===== config.mk =====
export PLATFORM = sky130hd
export DESIGN_NAME = fgdeil_gpio
export DESIGN_NICKNAME = d
export VERILOG_FILES = /design/src/hdl/fgdeil_pkg.sv /design/src/hdl/fgdeil_gpio.sv
export SDC_FILE = /design/constraint.sdc
export NUM_CORES = 1
export LEC_CHECK = 0
export BUFFER_PORTS_ARGS = -buffer_cell sky130_fd_sc_hd__buf_2
export CORE_UTILIZATION = 40
export DETAILED_ROUTE_END_ITERATION = 10
export PLACE_DENSITY = 0.66
export SLEW_MARGIN = 20
export SYNTH_ARGS = -nofsm -noshare
export SYNTH_HDL_FRONTEND = slang
export SYNTH_SLANG_ARGS = --single-unit
export TNS_END_PERCENT = 30

===== constraint.sdc =====
create_clock -name core_clk -period 1.9 [get_ports core_clk]
set_input_delay 0.285 -clock core_clk [delete_from_list [all_inputs] [get_ports core_clk]]
set_output_delay 0.285 -clock core_clk [all_outputs]
set_load 0.02 [all_outputs]

===== src/hdl/fgdeil_pkg.sv =====
// constants shared by the dual-edge pin logic: register map, control fields, modes
package fgdeil_pkg;
  // register byte offsets
  localparam logic [11:0] ADDR_CTRL = 12'h000;
  localparam logic [11:0] ADDR_STATUS = 12'h004;
  // control field positions
  localparam int POS_MODE = 0;
  localparam int POS_IN_REG = 2;
  localparam int POS_IN_NEG = 3;
  localparam int POS_OUT_REG = 4;
  localparam int POS_OUT_NEG = 5;
  localparam int POS_OE_REG = 6;
  localparam int POS_OE_NEG = 7;
  localparam int POS_INVERT = 8;
  localparam int POS_DUAL = 9;
  localparam int POS_RESYNC = 10;
  localparam int POS_ROUTE = 12;
  localparam int CTRL_W = 16;
  // writable control bits; bit 11 is reserved and reads zero
  localparam logic [15:0] CTRL_MASK = 16'hf7ff;
  localparam logic [15:0] CTRL_RESET = 16'h0000;
  // status field positions
  localparam int POS_ST_PAD = 0;
  localparam int POS_ST_CORE_IN = 1;
  localparam int POS_ST_OE = 3;
  localparam int POS_ST_DUAL_OK = 4;
  // pin modes
  localparam logic [1:0] MODE_INPUT = 2'h0;
  localparam logic [1:0] MODE_OUTPUT = 2'h1;
  localparam logic [1:0] MODE_BIDIR = 2'h2;
  localparam logic [1:0] MODE_CLKOUT = 2'h3;
  // synchroniser lanes
  localparam int SYN_PAD = 0;
  localparam int SYN_CAP = 1;
  localparam int SYN_LAUNCH = 2;
  localparam int SYN_CLKNET = 3;
  localparam int SYN_W = 4;
endpackage


===== src/hdl/fgdeil_gpio.sv =====
// one general-purpose pin cell with registered, dual-edge and bypass paths
//
// Overview of operation
// - input mode: only pad-to-core path active, driver off; registered or direct.
// - registered input samples on capture clock, rising or falling edge as set.
// - bypass input skips the input register; only the core_clk state register holds it.
// - dual-edge input: one sample on capture rise, one on capture fall.
// - output mode: only core-to-pad path active; registered or direct.
// - registered output updates on launch clock, rising or falling edge as set.
// - output and bidirectional modes may invert the driven value.
// - dual-edge output: two launch registers multiplexed onto the pad.
// - bidirectional: input, output and enable paths all active, each optionally registered.
// - bidirectional: capture clock for input, launch clock for output and enable.
// - input and output registration are chosen independently.
// - clock-output mode drives the core clock net onto the pad.
// - core input bit 0 normal or rise sample, bit 1 fall sample.
// - bypass input routes to clock, control and reference-clock resources.
// - dual-edge mode exchanges two bits per pin with the core.
// - normal dual-edge hand-off moves each bit on its own edge.
// - resync dual-edge hand-off moves both bits on rising edge only.
// - resync input delays the fall sample half a period to align it.
// - differential-pair pins used single-ended have no dual-edge capability.
//
// Chosen here: register access over APB and the placing of the registers.
`timescale 1ns/10ps
module fgdeil_gpio #(
  parameter int ADDR_W = 12,
  parameter bit DIFF_PAIR = 1'b0
) (
  // clock and reset
  input wire logic core_clk,
  input wire logic rst_n,
  // apb slave
  input wire logic psel,
  input wire logic penable,
  input wire logic pwrite,
  input wire logic [ADDR_W-1:0] paddr,
  input wire logic [31:0] pwdata,
  output logic [31:0] prdata,
  output logic pready,
  output logic pslverr,
  // core fabric side
  input wire logic [1:0] core_out,
  input wire logic core_oe,
  input wire logic capture_clock,
  input wire logic launch_clock,
  input wire logic clock_net_in,
  output logic [1:0] core_in,
  // alternate function routes
  output logic bypass_input,
  output logic global_clock_net,
  output logic global_control_net,
  output logic synth_reference_input,
  output logic camera_phy_reference_input,
  // pad
  input wire logic pad_in,
  output logic pad_out,
  output logic pad_oe
);

  typedef struct packed {
    logic [3:0] s1;
    logic [3:0] s2;
    logic [3:0] s3;
    logic [3:0] f;
    logic [15:0] ctrl;
    logic [31:0] prdata;
    logic pready;
    logic pslverr;
    logic [1:0] core_in;
    logic fall_hold;
    logic rise_drive;
    logic fall_drive;
    logic out_q;
    logic oe_q;
    logic pad_out;
    logic pad_oe;
    logic bypass;
    logic [3:0] route;
  } fgdeil_state_t;

  fgdeil_state_t s;
  fgdeil_state_t next_s;

  logic [1:0] mode;
  logic in_en;
  logic out_en;
  logic dual;
  logic resync;
  logic cap_rise;
  logic cap_fall;
  logic lau_rise;
  logic lau_fall;
  logic rd_hit;
  logic [31:0] status;
  logic [3:0] f_next;

  // decoded configuration; dual-edge is masked off for differential-pair pins
  assign mode = s.ctrl[fgdeil_pkg::POS_MODE +: 2];
  assign in_en = (mode == fgdeil_pkg::MODE_INPUT) || (mode == fgdeil_pkg::MODE_BIDIR);
  assign out_en = (mode == fgdeil_pkg::MODE_OUTPUT) || (mode == fgdeil_pkg::MODE_BIDIR);
  assign dual = s.ctrl[fgdeil_pkg::POS_DUAL] && !DIFF_PAIR;
  assign resync = s.ctrl[fgdeil_pkg::POS_RESYNC];

  // agree filter kept apart so the edge flags do not loop back into the main process
  always_comb begin
    f_next = s.f;
    for (int i = 0; i < fgdeil_pkg::SYN_W; i++) begin
      if (s.s2[i] == s.s3[i]) begin
        f_next[i] = s.s3[i];
      end
    end
  end

  // edges of the filtered clock lanes, seen in the same cycle the filter accepts the new level
  assign cap_rise = !s.f[fgdeil_pkg::SYN_CAP] && f_next[fgdeil_pkg::SYN_CAP];
  assign cap_fall = s.f[fgdeil_pkg::SYN_CAP] && !f_next[fgdeil_pkg::SYN_CAP];
  assign lau_rise = !s.f[fgdeil_pkg::SYN_LAUNCH] && f_next[fgdeil_pkg::SYN_LAUNCH];
  assign lau_fall = s.f[fgdeil_pkg::SYN_LAUNCH] && !f_next[fgdeil_pkg::SYN_LAUNCH];

  // status word shows live pin state
  always_comb begin
    status = 32'h0000_0000;
    status[fgdeil_pkg::POS_ST_PAD] = s.f[fgdeil_pkg::SYN_PAD];
    status[fgdeil_pkg::POS_ST_CORE_IN +: 2] = s.core_in;
    status[fgdeil_pkg::POS_ST_OE] = s.pad_oe;
    status[fgdeil_pkg::POS_ST_DUAL_OK] = !DIFF_PAIR;
  end

  assign rd_hit = (paddr == ADDR_W'(fgdeil_pkg::ADDR_CTRL))
    || (paddr == ADDR_W'(fgdeil_pkg::ADDR_STATUS));

  // next-state logic for the whole cell
  always_comb begin
    logic act_cap;
    logic act_lau;
    logic act_oe;
    logic val;
    logic oe_val;
    logic eff_oe;
    logic pad_now;
    act_cap = 1'b0;
    act_lau = 1'b0;
    act_oe = 1'b0;
    val = 1'b0;
    oe_val = 1'b0;
    eff_oe = 1'b0;
    pad_now = 1'b0;
    next_s = s;

    // three-stage synchronisers; a level is accepted once stages two and three agree
    next_s.s1 = {clock_net_in, launch_clock, capture_clock, pad_in};
    next_s.s2 = s.s1;
    next_s.s3 = s.s2;
    next_s.f = f_next;
    pad_now = next_s.f[fgdeil_pkg::SYN_PAD];

    // apb: pready rises in the second access cycle, write lands on the edge that ends it
    next_s.pready = psel && penable && !s.pready;
    next_s.pslverr = 1'b0;
    if (psel && penable && !s.pready) begin
      next_s.pslverr = !rd_hit;
      next_s.prdata = 32'h0000_0000;
      if (!pwrite && paddr == ADDR_W'(fgdeil_pkg::ADDR_CTRL)) begin
        next_s.prdata = {16'h0000, s.ctrl};
      end else if (!pwrite && paddr == ADDR_W'(fgdeil_pkg::ADDR_STATUS)) begin
        next_s.prdata = status;
      end
    end
    if (psel && penable && s.pready && pwrite && paddr == ADDR_W'(fgdeil_pkg::ADDR_CTRL)) begin
      next_s.ctrl = pwdata[15:0] & fgdeil_pkg::CTRL_MASK;
    end

    // input path: each capture edge choice independent of the output side
    act_cap = s.ctrl[fgdeil_pkg::POS_IN_NEG] ? cap_fall : cap_rise;
    if (!in_en) begin
      next_s.core_in = 2'h0;
    end else if (dual) begin
      if (resync) begin
        // fall sample waits half a period so both bits leave on the rise
        if (cap_fall) begin
          next_s.fall_hold = pad_now;
        end
        if (cap_rise) begin
          next_s.core_in = {s.fall_hold, pad_now};
        end
      end else begin
        if (cap_rise) begin
          next_s.core_in[0] = pad_now;
        end
        if (cap_fall) begin
          next_s.core_in[1] = pad_now;
        end
      end
    end else if (s.ctrl[fgdeil_pkg::POS_IN_REG]) begin
      if (act_cap) begin
        next_s.core_in = {1'b0, pad_now};
      end
    end else begin
      next_s.core_in = {1'b0, pad_now};
    end

    // bypass skips every input register and feeds the chosen resources
    next_s.bypass = in_en && pad_now;
    next_s.route = {4{in_en && pad_now}} & s.ctrl[fgdeil_pkg::POS_ROUTE +: 4];

    // output path, core bits taken as the core presents them
    act_lau = s.ctrl[fgdeil_pkg::POS_OUT_NEG] ? lau_fall : lau_rise;
    if (dual) begin
      if (resync) begin
        if (lau_rise) begin
          next_s.rise_drive = core_out[0];
          next_s.fall_drive = core_out[1];
        end
      end else begin
        if (lau_rise) begin
          next_s.rise_drive = core_out[0];
        end
        if (lau_fall) begin
          next_s.fall_drive = core_out[1];
        end
      end
      // launch clock level picks which register faces the pad
      val = next_s.f[fgdeil_pkg::SYN_LAUNCH] ? next_s.rise_drive : next_s.fall_drive;
    end else if (s.ctrl[fgdeil_pkg::POS_OUT_REG]) begin
      if (act_lau) begin
        next_s.out_q = core_out[0];
      end
      val = next_s.out_q;
    end else begin
      val = core_out[0];
    end
    val = val ^ (out_en && s.ctrl[fgdeil_pkg::POS_INVERT]);

    // enable path shares the launch clock with the output register
    act_oe = s.ctrl[fgdeil_pkg::POS_OE_NEG] ? lau_fall : lau_rise;
    if (act_oe) begin
      next_s.oe_q = core_oe;
    end
    oe_val = s.ctrl[fgdeil_pkg::POS_OE_REG] ? next_s.oe_q : core_oe;

    unique case (mode)
      fgdeil_pkg::MODE_INPUT: eff_oe = 1'b0;
      fgdeil_pkg::MODE_OUTPUT: eff_oe = 1'b1;
      fgdeil_pkg::MODE_BIDIR: eff_oe = oe_val;
      fgdeil_pkg::MODE_CLKOUT: begin
        eff_oe = 1'b1;
        val = next_s.f[fgdeil_pkg::SYN_CLKNET];
      end
    endcase
    // undriven pad also parks the data line low
    next_s.pad_oe = eff_oe;
    next_s.pad_out = eff_oe && val;
  end

  // single state register; every output leaves from here
  always_ff @(posedge core_clk or negedge rst_n) begin
    if (!rst_n) begin
      s <= '0;
    end else begin
      s <= next_s;
    end
  end

  assign prdata = s.prdata;
  assign pready = s.pready;
  assign pslverr = s.pslverr;
  assign core_in = s.core_in;
  assign bypass_input = s.bypass;
  assign global_clock_net = s.route[0];
  assign global_control_net = s.route[1];
  assign synth_reference_input = s.route[2];
  assign camera_phy_reference_input = s.route[3];
  assign pad_out = s.pad_out;
  assign pad_oe = s.pad_oe;
endmodule


==> out/metrics.yaml <==
sta:
  whs_ps: 46.1
  fmax_mhz: 558
  drv_slew: 0
  skew_ps: 11.1
  tns_ps: 0
  grt_setup_unrepaired: "false"
  period_minus_slack_ps: 1790
  post-route-period-util: 0.943
  hold_viol: 0
  setup_ws_ps: 109
  setup_violations: 0
critical_path:
  worst-r2r-setup-slack_ps: 110
  rr_worst_depth: 6
  startpoint: "next_s[70]"
  critical_path.slowest_cell: "dfrtp_1"
  end_kind: "flip-flop"
  r2r_start: "next_s[70]"
  max_stage_delay_ps: 530
  arrival_ps: 2020
  r2r_end: "pad_out"
  path_cells: "or3b_1 -> a21boi_0 -> o311ai_1 -> o211ai_1 -> xor2_1 -> o211a_1"
  cp_num_cells: 6
  path_delay_family: "compound AO/OA/AOI/OAI gates"
  crit_fanout: 11
  crit_buf_inv: 0
  start_kind: "flip-flop"
  cp_data_required_time_ps: 2130
  worstSetupPathType: "flip-flop to flip-flop"
  crit_end: "pad_out"
global_route:
  grt.total_usage: 0.165
  grt_pass1_vias: 1845
  grt_start_max_net_pins: 63
  grt_overflow: 0
  grt_pass1_wl_mm: 9.03
  antenna_found_initial: 0
drt:
  ant_nets: 0
  drt-wirelength-per-cell_um: 13.2
  drt_iter0_markers: 68
  routed_wirelength_mm: 5.53
  vias: 1994
  drc: 0
  vias_per_cell: 4.77
  dr.pass1.iters: 4
clock_tree:
  postCtsSetupBuffers: 0
  clkSinkCount: 62
  cts_made_buffers: 9
  cts_root_buffer: "clkbuf_8"
  insertion_delay_ps: 350
  h-tree-depth: 3
  clk_pin_slew_ps: 60
  cts_tree: "done"
  cts.path.max_buffers: 2
logic_synthesis:
  yosysSeqAreaShare: 0.540
  avgSynthCellArea_um2: 11.0
  ys_ff_latch: 62
  syn_inst: 262
  ys.flop_type: "dfrtp_1"
  yosysUniqueCellTypes: 46
  yosysWarnings: 0
  synthArstFlopShare: 1.00
  synth_edf_count: 0
  netlist_area_um2: 2870
floorplanning:
  start_util: 0.418
  fp.dieH_um: 86.7
  die_w_um: 86.7
  num_rows: 30
  core_area_um2: 6870
  die_area_um2: 7520
  ios: 99
layout:
  fin_area_um2: 3420
  drive_above_1_share: 0.348
  fin_util: 0.497
  antennaDiodeCount: 0
  layout.nets: 379
  fin_cells: 418
  syn_to_final_growth_pct: 19.0
  nFillCells: 643
pwr:
  p_leak_nw: 1.74
  total_power_mw: 3.01
  irDropWorstVdd_v: 0.000394
  powerDensity_nw_per_um2: 880
placement:
  preCtsSetupSlack_ps: 38.1
  port_buffers: 64
  routabilityCongestion: 0.821
  placed_area_um2: 3160
  dp.cells: 402
  dp_hpwl_mm: 3.86
hold_path:
  hp-class: "input pin to flip-flop"
  holdPathStages: 1
job:
  maxCapViolCount: 0
status:
  status: "finished clean"
-- registers in the layout, summed over array words and instances, names as in the netlist, 2 cells and up --
signal / cells
prdata: 15
mode: 2
core_in: 2
next_s: 8
s: 24
-- per-layer routing --
layer / vias to the layer above / track usage / wire length, µm
met5: - / 0 / 0
met4: 0 / 0.0682 / 81
met3: 9 / 0.0695 / 385
met2: 75 / 0.237 / 2490
met1: 955 / 0.219 / 2570
li1: 955 / - / -
-- worst register-to-register path, cell delays in order (launching register included) --
cell and delay (ps):
dfrtp_1 530, or3b_1 160, a21boi_0 70, o311ai_1 360, o211ai_1 160, xor2_1 190
o211a_1 210
-- layout by cell type (no fill, tap or decap), types with 3 or more instances in the layout --
cell,count
conb_1,17
maj3_1,3
a221oi_1,3
nand2_1,31
inv_1,4
nor2_1,13
nor2b_1,5
nand3_1,13
a21oi_1,8
and2_1,4
clkbuf_8,10
nor3_1,3
o21ai_0,8
mux2_2,18
bufinv_16,3
buf_4,6
dfrtp_1,62
buf_2,64
ha_1,5
-- where the power goes --
part	total (mW)	switching [mW]	internal, mW
combinational	0.224	0.139	0.0855
clock	1.39	0.496	0.898
sequential	1.39	0.0274	1.36
-- logic make-up (layout without fill, tap and decap cells) --
family	Yosys count	count (layout)	share of synthesized area
simple gates	87	87	0.155
flops	62	62	0.540
buf+inv	48	92	0.111
compound gates	37	37	0.0863
mux	18	18	0.0706
fa+ha+maj	8	8	0.0322
other cells	1	17	0.00131
xor+xnor	1	1	0.00305
-- worst min path at each step --
stage | start | to | slack [ps]
6_report | clock_net_in | next_s[75] | 50
4_1_cts | clock_net_in | next_s[75] | 30
3_5_place_dp | rst_n | global_clock_net | 320
3_3_place_gp | rst_n | global_clock_net | 320
5_1_grt | launch_clock | next_s[74] | 20
2_1_floorplan | rst_n | bypass_input | -10
-- timing repair --
action / CTS / global route
hold buffers: 1 / 0
gates resized for setup: 0 / 3
hold endpoints to repair: 62 / 0
setup endpoints to repair: 0 / 2
-- synthesized netlist by cell type (all sizes together), types with 4 or more instances --
library cell | number | area (µm²)
a21oi | 8 | 40.0
and2 | 5 | 32.5
buf | 38 | 282
clkbuf | 6 | 22.5
dfrtp | 62 | 1550
ha | 5 | 62.6
inv | 4 | 15.0
mux2 | 18 | 203
nand2 | 31 | 116
nand3 | 13 | 65.1
nor2 | 13 | 48.8
nor2b | 5 | 31.3
nor3 | 4 | 20.0
o21ai | 9 | 45.0
-- layout make-up --
cell class,instances,area (µm²),share of cell area
inverters,4,15.0,0.00439
multi-input cells,168,1080,0.316
clock inverters,4,95.1,0.0278
clock buffers,11,141,0.0414
repair buffers,73,415,0.122
well taps,96,120,0.0352
flip-flops and latches,62,1550,0.454
Power figures use the tool's default switching activity.
